**src/fsc_pkg.sv**
```systemverilog
package fsc_pkg;

  // arrangement of the feedback around the shift register
  typedef enum logic [2:0] {
    FSC_BASIC = 3'h0, // toggle first stage while last stage is zero
    FSC_ONESC = 3'h1, // feedback forced out of all-ones and all-zeros
    FSC_MRESC = 3'h3, // all-ones detector clears the register
    FSC_MOD10 = 3'h2, // basic loop with the one jump
    FSC_UPDN  = 3'h6, // reversible right/left counter
    FSC_DIVN  = 3'h7  // basic loop with preset reload
  } fsc_mode_e;

  // register length limits the logic can serve
  localparam int FSC_MIN_W = 4;
  localparam int FSC_MAX_W = 22;
  localparam int FSC_DEF_W = 4;

  // modulo-10 jump: state 1000 (first stage set) goes straight to 1100
  localparam logic [3:0] FSC_JUMP_FROM = 4'h1;
  localparam logic [3:0] FSC_JUMP_TO = 4'h3;

  // reload fires when this many leading stages are all one
  localparam int FSC_LOAD_DET_W = 3;

  // synchroniser depth for pin inputs
  localparam int FSC_SYNC_DEPTH = 3;

  // reset value of the div output
  localparam logic FSC_DIV_RST = 1'b0;

endpackage

```
**src/fsc_counter.sv**
```systemverilog
`timescale 1ns/1ps
// Contract
// RL1 - the first stage is the least significant bit of the state number
// RL2 - every clock shifts one place and takes a feedback bit into stage one
// RL3 - basic mode toggles stage one while last stage is zero; all-ones persists
// RL4 - escape feedback gives zero in all-ones and one in all-zeros
// RL5 - alternative escape: all-ones detector clears the whole register
// RL6 - modulo-10 mode jumps from 1000 straight to 1100
// RL7 - up/down shifts either way; left input is zero when stages one and two differ
// RL8 - seven-bit up/down counter steps through a reversible loop of 127 states
// RL9 - divide mode uses basic feedback and loads when first three stages are one
// RL10 - system holds the divide preset on static switch inputs
// RL11 - seven-bit divide loads a per-divisor preset; 128 all ones, 127 stage one zero; here an all-ones preset reloads every cycle (divide by 1)
// RL12 - all updates on the rising edge; master reset clears to zeros
module fsc_counter #(
  parameter int WIDTH = fsc_pkg::FSC_DEF_W
) (
  // clock and reset
  input wire logic ref_clk,
  input wire logic rst_b,
  // static configuration pins
  input wire fsc_pkg::fsc_mode_e mode,
  input wire logic down,
  input wire logic [WIDTH-1:0] preset,
  // synchronous master clear pin
  input wire logic clr,
  // count and divided output
  output logic [WIDTH-1:0] count_q,
  output logic div_q
);

  typedef struct packed {
    fsc_pkg::fsc_mode_e mode;
    logic down;
    logic clr;
    logic [WIDTH-1:0] preset;
  } fsc_pins_s;

  typedef struct packed {
    fsc_pins_s s1;
    fsc_pins_s s2;
    fsc_pins_s s3;
    fsc_pins_s acc;
    logic [WIDTH-1:0] cnt;
    logic div;
  } fsc_state_s;

  // refuse lengths the jump and load detectors cannot address
  if (WIDTH < fsc_pkg::FSC_MIN_W || WIDTH > fsc_pkg::FSC_MAX_W) begin : g_width_check
    $error("fsc_counter: WIDTH out of range");
  end

  fsc_state_s st_q;
  fsc_state_s st_d;
  fsc_pins_s pins;
  logic all_ones;
  logic all_zero;
  logic basic_fb;
  logic load_hit;

  assign pins.mode = mode;
  assign pins.down = down;
  assign pins.clr = clr;
  assign pins.preset = preset;

  // decodes on the accepted state; stage one is the lsb of the number
  assign all_ones = &st_q.cnt; // see RL1
  assign all_zero = ~|st_q.cnt;
  assign basic_fb = st_q.cnt[0] ^ ~st_q.cnt[WIDTH-1]; // see RL3
  assign load_hit = &st_q.cnt[fsc_pkg::FSC_LOAD_DET_W-1:0]; // see RL9

  // next state: synchroniser chain, then one counter step
  always_comb begin
    st_d = st_q;
    st_d.s1 = pins;
    st_d.s2 = st_q.s1;
    st_d.s3 = st_q.s2;
    // a pin change counts only once stages two and three agree
    if (st_q.s2 == st_q.s3) begin
      st_d.acc = st_q.s3;
    end
    // the divide pulse lasts one cycle unless the next reload follows at once
    st_d.div = 1'b0;
    // default step is a right shift with basic feedback into stage one
    st_d.cnt = {st_q.cnt[WIDTH-2:0], basic_fb}; // see RL2
    if (st_q.acc.clr) begin
      st_d.cnt = '0; // see RL12
    end else begin
      unique case (st_q.acc.mode)
        fsc_pkg::FSC_BASIC: begin
          st_d.cnt = {st_q.cnt[WIDTH-2:0], basic_fb}; // see RL3
        end
        fsc_pkg::FSC_ONESC: begin
          // forcing the feedback removes the all-ones one-state loop; all-zeros leaves under basic feedback too
          if (all_ones) begin
            st_d.cnt = {st_q.cnt[WIDTH-2:0], 1'b0}; // see RL4
          end else if (all_zero) begin
            st_d.cnt = {st_q.cnt[WIDTH-2:0], 1'b1}; // see RL4
          end
        end
        fsc_pkg::FSC_MRESC: begin
          // clear costs a full cycle but needs only a wide and-gate
          if (all_ones) begin
            st_d.cnt = '0; // see RL5
          end
        end
        fsc_pkg::FSC_MOD10: begin
          // hold stage one set in the jump state; skips five loop states
          if (st_q.cnt[3:0] == fsc_pkg::FSC_JUMP_FROM) begin
            st_d.cnt = {st_q.cnt[WIDTH-2:0], 1'b1}; // see RL6
          end
        end
        fsc_pkg::FSC_UPDN: begin
          // down is the exact inverse of the basic up step
          if (st_q.acc.down) begin
            st_d.cnt = {~(st_q.cnt[0] ^ st_q.cnt[1]), st_q.cnt[WIDTH-1:1]}; // see RL7, see RL8
          end
        end
        fsc_pkg::FSC_DIVN: begin
          // preset decides the divisor; the switches must stay static
          if (load_hit) begin
            st_d.cnt = st_q.acc.preset; // see RL9, see RL10, see RL11
            st_d.div = 1'b1;
          end
        end
        default: begin
          st_d.cnt = {st_q.cnt[WIDTH-2:0], basic_fb};
        end
      endcase
    end
  end

  // single state register, everything on the rising edge
  always_ff @(posedge ref_clk or negedge rst_b) begin
    if (!rst_b) begin
      st_q <= '0; // see RL12
    end else begin
      st_q <= st_d;
    end
  end

  // both outputs are plain taps of the state register, no gating after the flops
  assign count_q = st_q.cnt;
  assign div_q = st_q.div;

  logic shifting_right;
  assign shifting_right = !st_q.acc.clr
    && !(st_q.acc.mode == fsc_pkg::FSC_UPDN && st_q.acc.down)
    && !(st_q.acc.mode == fsc_pkg::FSC_MRESC && all_ones)
    && !(st_q.acc.mode == fsc_pkg::FSC_DIVN && load_hit);
endmodule

```
**config.mk**
```make
export PLATFORM = sky130hd
export DESIGN_NAME = fsc_counter
export DESIGN_NICKNAME = d
export VERILOG_FILES = /design/src/fsc_pkg.sv /design/src/fsc_counter.sv
export SDC_FILE = /design/constraint.sdc
export NUM_CORES = 1
export LEC_CHECK = 0
export ABC_AREA = 1
export BUFFER_PORTS_ARGS = -buffer_cell sky130_fd_sc_hd__buf_2
export CORE_MARGIN = 2
export CORE_UTILIZATION = 51
export DETAILED_ROUTE_END_ITERATION = 12
export HOLD_SLACK_MARGIN = 0.02
export PLACE_DENSITY = 0.67
export SKIP_CTS_REPAIR_TIMING = 1
export SLEW_MARGIN = 20
export SYNTH_ARGS = -nofsm -noshare
export SYNTH_HDL_FRONTEND = slang
export SYNTH_SLANG_ARGS = --single-unit
```
**constraint.sdc**
```tcl
create_clock -name ref_clk -period 1.45 [get_ports ref_clk]
set_input_delay 0.0725 -clock ref_clk [delete_from_list [all_inputs] [get_ports ref_clk]]
set_output_delay 0.0725 -clock ref_clk [all_outputs]
set_load 0.02 [all_outputs]
```
==> results of run 1 <==
[metal layers]
metal  track usage, %  vias up
met5                0        -
met4            8.333        0
met3            5.616        7
met2            28.13       25
met1            20.15      548
li1                 -      620
[cells in the final DEF (no fill, tap or decap)]
cell type / count
nand2_1: 55
dfrtp_1: 39
inv_1: 19
nand3_1: 15
buf_2: 15
dlygate4sd3_1: 10
nor2_1: 8
a21oi_1: 5
clkbuf_4: 5
o21ai_0: 4
xnor2_1: 4
nand3_2: 3
nand2_4: 2
nor2_2: 2
o211ai_1: 2
or2_0: 2
nor2_8: 2
ha_1: 2
dfrtp_2: 2
buf_4: 2
clkinv_1: 1
a21oi_2: 1
and3_1: 1
o21bai_1: 1
a21boi_0: 1
nor3_1: 1
nand2_2: 1
or2_1: 1
ha_4: 1
bufinv_16: 1
clkinv_2: 1
[registers in the layout, summed over array words and instances, names as in the netlist]
signal / cells
count_q: 4
st_d: 18
st_q: 18
div_q: 1
[kinds of logic after synthesis]
| kind of cell | count (synthesis) |
|---|---|
| and+or+nand+nor | 93 |
| DFF | 41 |
| buffers and inverters | 24 |
| AOI/OAI and AO/OA | 14 |
| xor gates and xnor gates | 4 |
| adders and majority gates | 3 |
[through the flow]
step           setup slack, ns  utilization [%]  instance area, um2
2_1_floorplan           0.2063                -                1732
3_3_place_gp           0.08705            55.86                1849
3_5_place_dp           0.05171            55.86                1849
4_1_cts                0.01279            58.05                1922
5_1_grt               0.001696            61.79                2046
6_report                0.1112            61.79                2046
[worst max-delay path: cells and delay by family, from the launching register on]
family                     cells  cell delay, ns
and+or+nand+nor                2            0.17
adders and majority gates      1            0.25
DFF                            1            0.46
buffers and inverters          1            0.14
AOI/OAI and AO/OA              3            0.26
[power by group through the flow]
stage / Combinational (uW) / Clock (uW) / Sequential (uW)
finish: 765 / 695 / 1440
global route: 885 / 782 / 1470
CTS: 722 / 722 / 1420
detailed placement: 716 / 0 / 1450
global placement: 710 / 0 / 1440
floorplan: 586 / 0 / 1400
[worst max-delay path by stage]
stage,to,cells past startpoint,startpoint
after global routing,count_q[3]$_DFF_PN0_,7,count_q[1]$_DFF_PN0_
final,count_q[3]$_DFF_PN0_,7,count_q[1]$_DFF_PN0_
after global placement,count_q[3]$_DFF_PN0_,8,count_q[0]$_DFF_PN0_
after detailed placement,count_q[2]$_DFF_PN0_,8,count_q[0]$_DFF_PN0_
after CTS,count_q[2]$_DFF_PN0_,8,count_q[0]$_DFF_PN0_
after floorplan,count_q[1]$_DFF_PN0_,8,count_q[0]$_DFF_PN0_
[Yosys cell counts (all sizes together)]
cell type  count  share of area [%]
a21boi         1               0.43
a21oi          6                1.7
and3           1               0.36
buf            4                1.7
clkinv         1               0.22
dfrtp         41                 59
ha             3                2.2
inv           19                4.1
nand2         58                 13
nand3         18                6.1
nor2          12                4.8
nor3           1               0.29
o211ai         2               0.87
o21ai          4                1.2
o21bai         1               0.43
or2            3                1.1
xnor2          4                2.0
[cell type report]
cell class	count	area (um2)
inverter	20	75.07
timing repair buffer	27	190.2
clock buffer	5	37.54
multi-input combinational	114	621.8
tap	46	57.56
clock inverter	2	35.03
sequential	41	1028
fill	295	1265
==> results.toml, run 1 <==
[worst_setup_path]
cpMaxStageDelayCell = "dfrtp_2"
ff2ff_path_depth = 7
crit_path_max_incr_delay_ns = 0.46
worstPathRequired_ns = 1.73
reg2reg_from = "count_q[1]$_DFF_PN0_"
r2r_slack_ns = 0.11
crit_chain = "inv_1 > ha_1 > nand2_1 > o21ai_0 > nor2_1 > a21oi_1 > a21oi_1"
critical_path.max_fanout = 5
r2r-end = "count_q[3]$_DFF_PN0_"
crit_type = "flop to flop"
path_common_cell = "a21oi_1"
critPathArrivalTime_ns = 1.62
crit_path_start_kind = "flop"
end_kind = "flop"

[cells_and_area]
nets = 223
final_cells = 255
area_delta_synth_final_pct = 18.14
layout-drive-gt1-share_pct = 18.18
diodes = 0

[clock_tree]
insertion_delay_ns = 0.34
cts_tree = "done"
clockBufferDepth = 2
cts_num_sinks = 41
clk_pin_slew_ns = 0.11
root_buffer = "clkbuf_4"
h-tree-depth = 2
cts_made_buffers = 5

[logic_synthesis]
synthDistinctLibCells = 23
synth_seq_cells = 41
synth_fp_nets = 193
synth_simple_gate_area_share_pct = 25.87
synthCells = 179
yosysSeqAreaShare_pct = 59.25
syn-cell-area_mm2 = 0.001732
synthMuxAreaShare_pct = 0
synth-xor-area-share_pct = 2.023
ys_warn_count = 0
synth_compound_area_share_pct = 4.624
synth_top_family_by_area = "simple AND/OR/NAND/NOR gates"
syn_avg_cell_area_um2 = 9.674
synthAdderAreaFrac_pct = 2.168

[timing]
whs_ns = 0.2941
relSlewSlack_pct = 67.03
worst_pin_slew_ns = 0.4945
max_freq_mhz = 746.9
clock_skew_ns = 0.007474
setup_viol = 0
hold_viol = 0
fin_tns_setup_ns = 0
min_period_ns = 1.339
post-route-period-util_pct = 92.33
rsz0062_at_grt = "no"
final_max_slew_viol_count = 0

[placed_design]
place.gp.congestion = 0.8717
dpl.cell_count = 238
port_buffers = 15
hpwlAfterDp_mm = 2.051

[power_and_ir_drop]
leakage_uw = 0.001070
swShare_pct = 33.49
power_density_mw_per_mm2 = 1419
combPwrFrac_pct = 26.3
p_total_uw = 2904
clockPowerShare_pct = 23.9
p_seq_share_pct = 49.7
ir_drop_uv = 910.6
internal-power_uw = 1931
power_switching_uw = 972.5

[flow_run]
maxCapViolations = 0

[floorplanning]
boundaryPins = 16
dieHeight_um = 62.27
dieArea_mm2 = 0.003878
core.rowCount = 21
core-area_mm2 = 0.003311
fp.dieW_um = 62.27
start_util_pct = 52.31

[route]
met1Wirelength_mm = 1.164
highest_layer = "met4"
dr.pass1.iters = 4
wl_per_cell_um = 11.11
wl_met3_um = 116
routed_via_density = 4.706
drc = 0
wl_met2_mm = 1.492
dr.first_iter.drc_count = 59
drt_wl_total_mm = 2.834
routed-via-count = 1200
postRouteAntennaNets = 0

[run_status]
run_status = "complete, no violations"

[hold_path]
hp-class = "input pin to async pin"

[global_routing]
gr-total-overflow = 0
antenna_found_initial = 0
grt_pass1_wl_mm = 5.064
grt_max_degree = 42
grt_pass1_vias = 1141
grt_use_total_pct = 17.05
(Power assumes the default switching activity.)
==> inputs of run 2 (changes only) <==
--- a/config.mk
+++ b/config.mk
@@ -8,10 +8,10 @@
 export ABC_AREA = 1
 export BUFFER_PORTS_ARGS = -buffer_cell sky130_fd_sc_hd__buf_2
 export CORE_MARGIN = 2
-export CORE_UTILIZATION = 51
+export CORE_UTILIZATION = 45
 export DETAILED_ROUTE_END_ITERATION = 12
 export HOLD_SLACK_MARGIN = 0.02
-export PLACE_DENSITY = 0.67
+export PLACE_DENSITY = 0.6
 export SKIP_CTS_REPAIR_TIMING = 1
 export SLEW_MARGIN = 20
 export SYNTH_ARGS = -nofsm -noshare
==> run 2 against run 1 <==
  * Global-route usage down 1.5 points
  * Maximum frequency is 1.5% lower
  * Sequential power about the same
  * Critical path depth is the same
  * Clock skew shrank 0.0025 ns
  * Via count increased by 4.3%
  * First-iteration DRC count shrank 19%
  * Register-to-register slack worse by 0.02 ns
  * Routed wire length increased by 4.8%
  * Count of clock-buffer cells in the layout rose by 2
==> results.toml, run 2 (same netlist as run 1, synthesis figures left out) <==
[cells_and_area]
layout_commonest_cell = "nand2_1"
final_cells = 261
area_delta_synth_final_pct = 21.46
nets = 226
layout-drive-gt1-share_pct = 19.25
diodes = 0
mostFrequentLayoutCells = "54 x nand2_1, 39 x dfrtp_1, 19 x inv_1"
num-fill-cells = 338
multi_input_area_um2 = 610.6
regArea_mm2 = 0.001028

[placed_design]
post-place-ws_ns = 0.04647
dpl.cell_count = 240
port_buffers = 15
hpwlAfterDp_mm = 2.154
place.gp.congestion = 0.8885

[floorplanning]
core-area_mm2 = 0.003689
dieArea_mm2 = 0.004361
boundaryPins = 16
start_util_pct = 46.95
fp.dieW_um = 66.04
core.rowCount = 22
dieHeight_um = 66.04

[global_routing]
antenna_found_initial = 0
grt_max_degree = 22
gr-total-overflow = 0
grt_pass1_vias = 1225
grt_use_total_pct = 15.52
grt_pass1_wl_mm = 4.995

[timing]
max_freq_mhz = 735.7
min_period_ns = 1.359
setup_ws_ns = 0.09076
clock_skew_ns = 0.005007
relSlewSlack_pct = 71.24
worst_pin_slew_ns = 0.4314
rsz0062_at_grt = "yes"
final_max_slew_viol_count = 0
setup_viol = 0
post-route-period-util_pct = 93.74
hold_viol = 0

[clock_tree]
cts_tree = "done"
cts_made_buffers = 5
root_buffer = "clkbuf_8"
h-tree-depth = 2
insertion_delay_ns = 0.28
cts_num_sinks = 41
clockBufferDepth = 2
clk_pin_slew_ns = 0.07

[power_and_ir_drop]
swShare_pct = 31.10
leakage_uw = 0.001099
p_total_uw = 3133
combPwrFrac_pct = 25.4
ir_drop_uv = 813.1
power_density_mw_per_mm2 = 1490
p_seq_share_pct = 45.6
clockPowerShare_pct = 29.0
internal-power_uw = 2159
power_switching_uw = 974.4

[run_status]
run_status = "complete, no violations"

[route]
routed-via-count = 1252
dr.pass1.iters = 4
routed_via_density = 4.797
postRouteAntennaNets = 0
drt_wl_total_mm = 2.970
wl_per_cell_um = 11.38
dr.first_iter.drc_count = 48
drc = 0

[flow_run]
maxCapViolations = 0

[worst_setup_path]
crit_type = "flop to flop"
critPathArrivalTime_ns = 1.53
ff2ff_path_depth = 7
end_kind = "flop"
worstPathRequired_ns = 1.62
critical_path.max_fanout = 7
crit_path_start_kind = "flop"

[hold_path]
hp-class = "input pin to async pin"
-- run 2: per-layer routing --
| layer | share of wire, % | track usage, % | vias up |
|---|---|---|---|
| met5 | 0 | 0 | - |
| met1 | 40 | 16.53 | 589 |
| met3 | 4.0 | 4.259 | 8 |
| met2 | 53 | 27.40 | 32 |
| li1 | - | - | 623 |
| met4 | 3.4 | 8.929 | 0 |
-- run 2: cell type report --
| class | count | area share [%] |
|---|---|---|
| clock buffers | 7 | 4.105 |
| inverters | 20 | 3.569 |
| repair buffers | 30 | 10.11 |
| well taps | 48 | 2.855 |
| multi-input cells | 114 | 29.03 |
| flip-flops and latches | 41 | 48.90 |
| clock inverters | 1 | 1.428 |
-- run 2: path summary, 6_finish.rpt --
kind	end	start	slack [ns]
worst max-delay path	count_q[2]$_DFF_PN0_	count_q[0]$_DFF_PN0_	0.09
worst min-delay path	st_d[29]$_DFF_PN0_	rst_b	0.28
worst max register to register	count_q[2]$_DFF_PN0_	count_q[0]$_DFF_PN0_	0.09
worst min register to register	st_d[21]$_DFF_PN0_	st_d[30]$_DFF_PN0_	0.35
max in group asynchronous	count_q[0]$_DFF_PN0_	rst_b	0.65
min in group ref_clk	st_d[21]$_DFF_PN0_	st_d[30]$_DFF_PN0_	0.35
-- run 2: critical path, stage by stage, from the launching register on --
cell	delay (ns)
dfrtp_2	0.41
ha_2	0.22
nand2_4	0.08
buf_4	0.15
o211ai_1	0.20
nand2_1	0.08
inv_1	0.05
a21oi_1	0.05
-- run 2: power by group through the flow --
stage	sequential, uW	combinational (uW)	clock [uW]
final	1430	797	908
after global routing	1450	893	1000
after CTS	1420	694	942
after detailed placement	1450	689	0
after global placement	1440	669	0
after floorplan	1400	586	0
-- run 2: per-stage QoR --
step	area [um2]	util (%)	hold WS [ns]	TNS, ns
floorplan	1732	-	-0.2231	0
CTS	1968	53.36	-0.2743	0
finish	2103	57.02	0.2803	0
detailed placement	1852	50.20	0.04041	0
global placement	1852	50.20	0.03752	0
global route	2103	57.02	0.3065	-0.01612
==> inputs of run 3 (changes only) <==
==> constraint.sdc (replaced) <==
create_clock -name ref_clk -period 1.45 [get_ports ref_clk]
set_input_delay 0.145 -clock ref_clk [delete_from_list [all_inputs] [get_ports ref_clk]]
set_output_delay 0.145 -clock ref_clk [all_outputs]
set_load 0.02 [all_outputs]
==> run 3 against run 2 <==
  * Largest power group unchanged
  * Sequential cell count is the same
  * Maximum frequency shrank 2.2%
  * Total power decreased by 4.0%
  * Utilization shrank 0.64 points
  * Clock power shrank 12%
  * Non-clock buffer count fell by 2
  * Count of clock-buffer cells in the layout unchanged
  * Critical path depth unchanged
  * Global-route usage down 0.48 points
  * Worst hold slack gained 0.070 ns
  * Clock skew rose by 0.0036 ns
==> results.toml, run 3 (same netlist as run 1, synthesis figures left out) <==
[placed_design]
post-place-ws_ns = 0.04930
place.gp.congestion = 0.9064
hpwlAfterDp_mm = 2.019
dpl.cell_count = 239
port_buffers = 15

[worst_setup_path]
ff2ff_path_depth = 7
critPathArrivalTime_ns = 1.56
crit_type = "flop to flop"
crit_path_max_incr_delay_ns = 0.43
r2r-end = "count_q[1]$_DFF_PN0_"
reg2reg_from = "count_q[0]$_DFF_PN0_"
crit_chain = "ha_2 > nand2_4 > buf_4 > o211ai_1 > nand2_1 > inv_1 > a21oi_1"
worstPathRequired_ns = 1.62
crit_path_start_kind = "flop"
cp_top_family = "flip-flops"
r2r_slack_ns = 0.06
cpMaxStageDelayCell = "dfrtp_2"
end_kind = "flop"
critical_path.max_fanout = 8
critPathBufInv = 2

[cells_and_area]
layout_commonest_cell = "nand2_1"
final_cells = 259
area_delta_synth_final_pct = 20.09
mostFrequentLayoutCells = "55 x nand2_1, 39 x dfrtp_1, 19 x inv_1"
post-route-util_pct = 56.38
nets = 224
layout-drive-gt1-share_pct = 18.48
diodes = 0

[global_routing]
gr-total-overflow = 0
grt_pass1_vias = 1173
gr-usage-met2_pct = 27.02
grt_use_total_pct = 15.04
grt_max_degree = 42
top_usage_layer = "met2"
use_met3_pct = 3.237
antenna_found_initial = 0
use_met1_pct = 16.19
grt_pass1_wl_mm = 4.912

[floorplanning]
boundaryPins = 16
core.rowCount = 22
core-area_mm2 = 0.003689
fp.dieW_um = 66.04
start_util_pct = 46.95
dieArea_mm2 = 0.004361
dieHeight_um = 66.04

[clock_tree]
root_buffer = "clkbuf_8"
clockBufferDepth = 2
cts_num_sinks = 41
clk_pin_slew_ns = 0.08
h-tree-depth = 2
cts_made_buffers = 5
insertion_delay_ns = 0.28
cts_tree = "done"

[power_and_ir_drop]
p_seq_share_pct = 48.1
combPwrFrac_pct = 25.4
ir_drop_uv = 947.0
swShare_pct = 32.99
leakage_uw = 0.001084
clockPowerShare_pct = 26.6
p_total_uw = 3008
power_switching_uw = 992.6
internal-power_uw = 2016
power_density_mw_per_mm2 = 1447

[route]
dr.first_iter.drc_count = 86
drc = 0
wl_per_cell_um = 10.83
routed-via-count = 1232
drt_wl_total_mm = 2.805
dr.pass1.iters = 4
postRouteAntennaNets = 0
routed_via_density = 4.757

[timing]
clock_skew_ns = 0.008604
hold_viol = 0
final_max_slew_viol_count = 0
whs_ns = 0.3504
post-route-period-util_pct = 95.81
setup_viol = 0
min_period_ns = 1.389
relSlewSlack_pct = 67.54
worst_pin_slew_ns = 0.4868
max_freq_mhz = 719.8
setup_ws_ns = 0.06076

[hold_path]
hp-class = "flop to flop"
holdPathEnd = "st_d[19]$_DFF_PN0_"
min-delay-start = "st_d[28]$_DFF_PN0_"
hold_path_depth = 0

[run_status]
run_status = "complete, no violations"

[flow_run]
maxCapViolations = 0
-- run 3: changes by cell type in the layout (fill, tap and decap cells not counted) --
cell | previous run | this run
inv_6 | 0 | 1
nand2_2 | 2 | 1
clkbuf_1 | 1 | 0
nor2_2 | 2 | 1
nand2_1 | 54 | 55
nor2_4 | 0 | 1
buf_4 | 5 | 3
o21ai_0 | 3 | 4
o21ai_1 | 1 | 0
bufinv_16 | 1 | 0
clkbuf_8 | 6 | 7
-- run 3: worst register-to-register path, stage by stage, from the launching register on --
cell and delay [ns]:
dfrtp_2 0.43, ha_2 0.23, nand2_4 0.09, buf_4 0.16
o211ai_1 0.14, nand2_1 0.08, inv_1 0.07, a21oi_1 0.06
-- run 3: cell type report --
class	count	area [um2]
Fill cell	347	1609
Tap cell	48	60.06
Multi-Input combinational cell	114	613.1
Inverter	20	75.07
Sequential cell	41	1028
Timing Repair Buffer	28	197.7
Clock inverter	1	8.758
Clock buffer	7	96.34
-- run 3: worst max-delay path by stage --
stage                               startpoint              endpoint  slack [ns]  cells after the start
final                     count_q[0]$_DFF_PN0_  count_q[1]$_DFF_PN0_        0.06                      7
after global routing      count_q[1]$_DFF_PN0_  count_q[1]$_DFF_PN0_       -0.03                      7
after detailed placement  count_q[0]$_DFF_PN0_  count_q[3]$_DFF_PN0_        0.05                      8
after global placement    count_q[0]$_DFF_PN0_  count_q[3]$_DFF_PN0_        0.09                      7
after floorplan           count_q[0]$_DFF_PN0_  count_q[1]$_DFF_PN0_        0.21                      8
after CTS                 count_q[0]$_DFF_PN0_  count_q[0]$_DFF_PN0_        0.04                      8
-- run 3: stage by stage --
step | TNS [ns] | cell area, um2
after floorplan | 0 | 1732
after detailed placement | 0 | 1844
after global placement | 0 | 1844
final | 0 | 2079
after CTS | 0 | 1949
after global routing | -0.04536 | 2079
-- run 3: layer usage --
metal | up-vias | wire (um)
li1 | 618 | -
met4 | 0 | 59
met1 | 570 | 1132
met3 | 8 | 126
met2 | 36 | 1486
met5 | - | 0
-- run 3: power by group through the flow --
stage                     logic [uW]  registers (uW)  clock network, uW
final                            764            1450                799
after global routing             869            1460                888
after CTS                        687            1430                835
after detailed placement         682            1450                  0
after global placement           670            1440                  0
after floorplan                  586            1400                  0
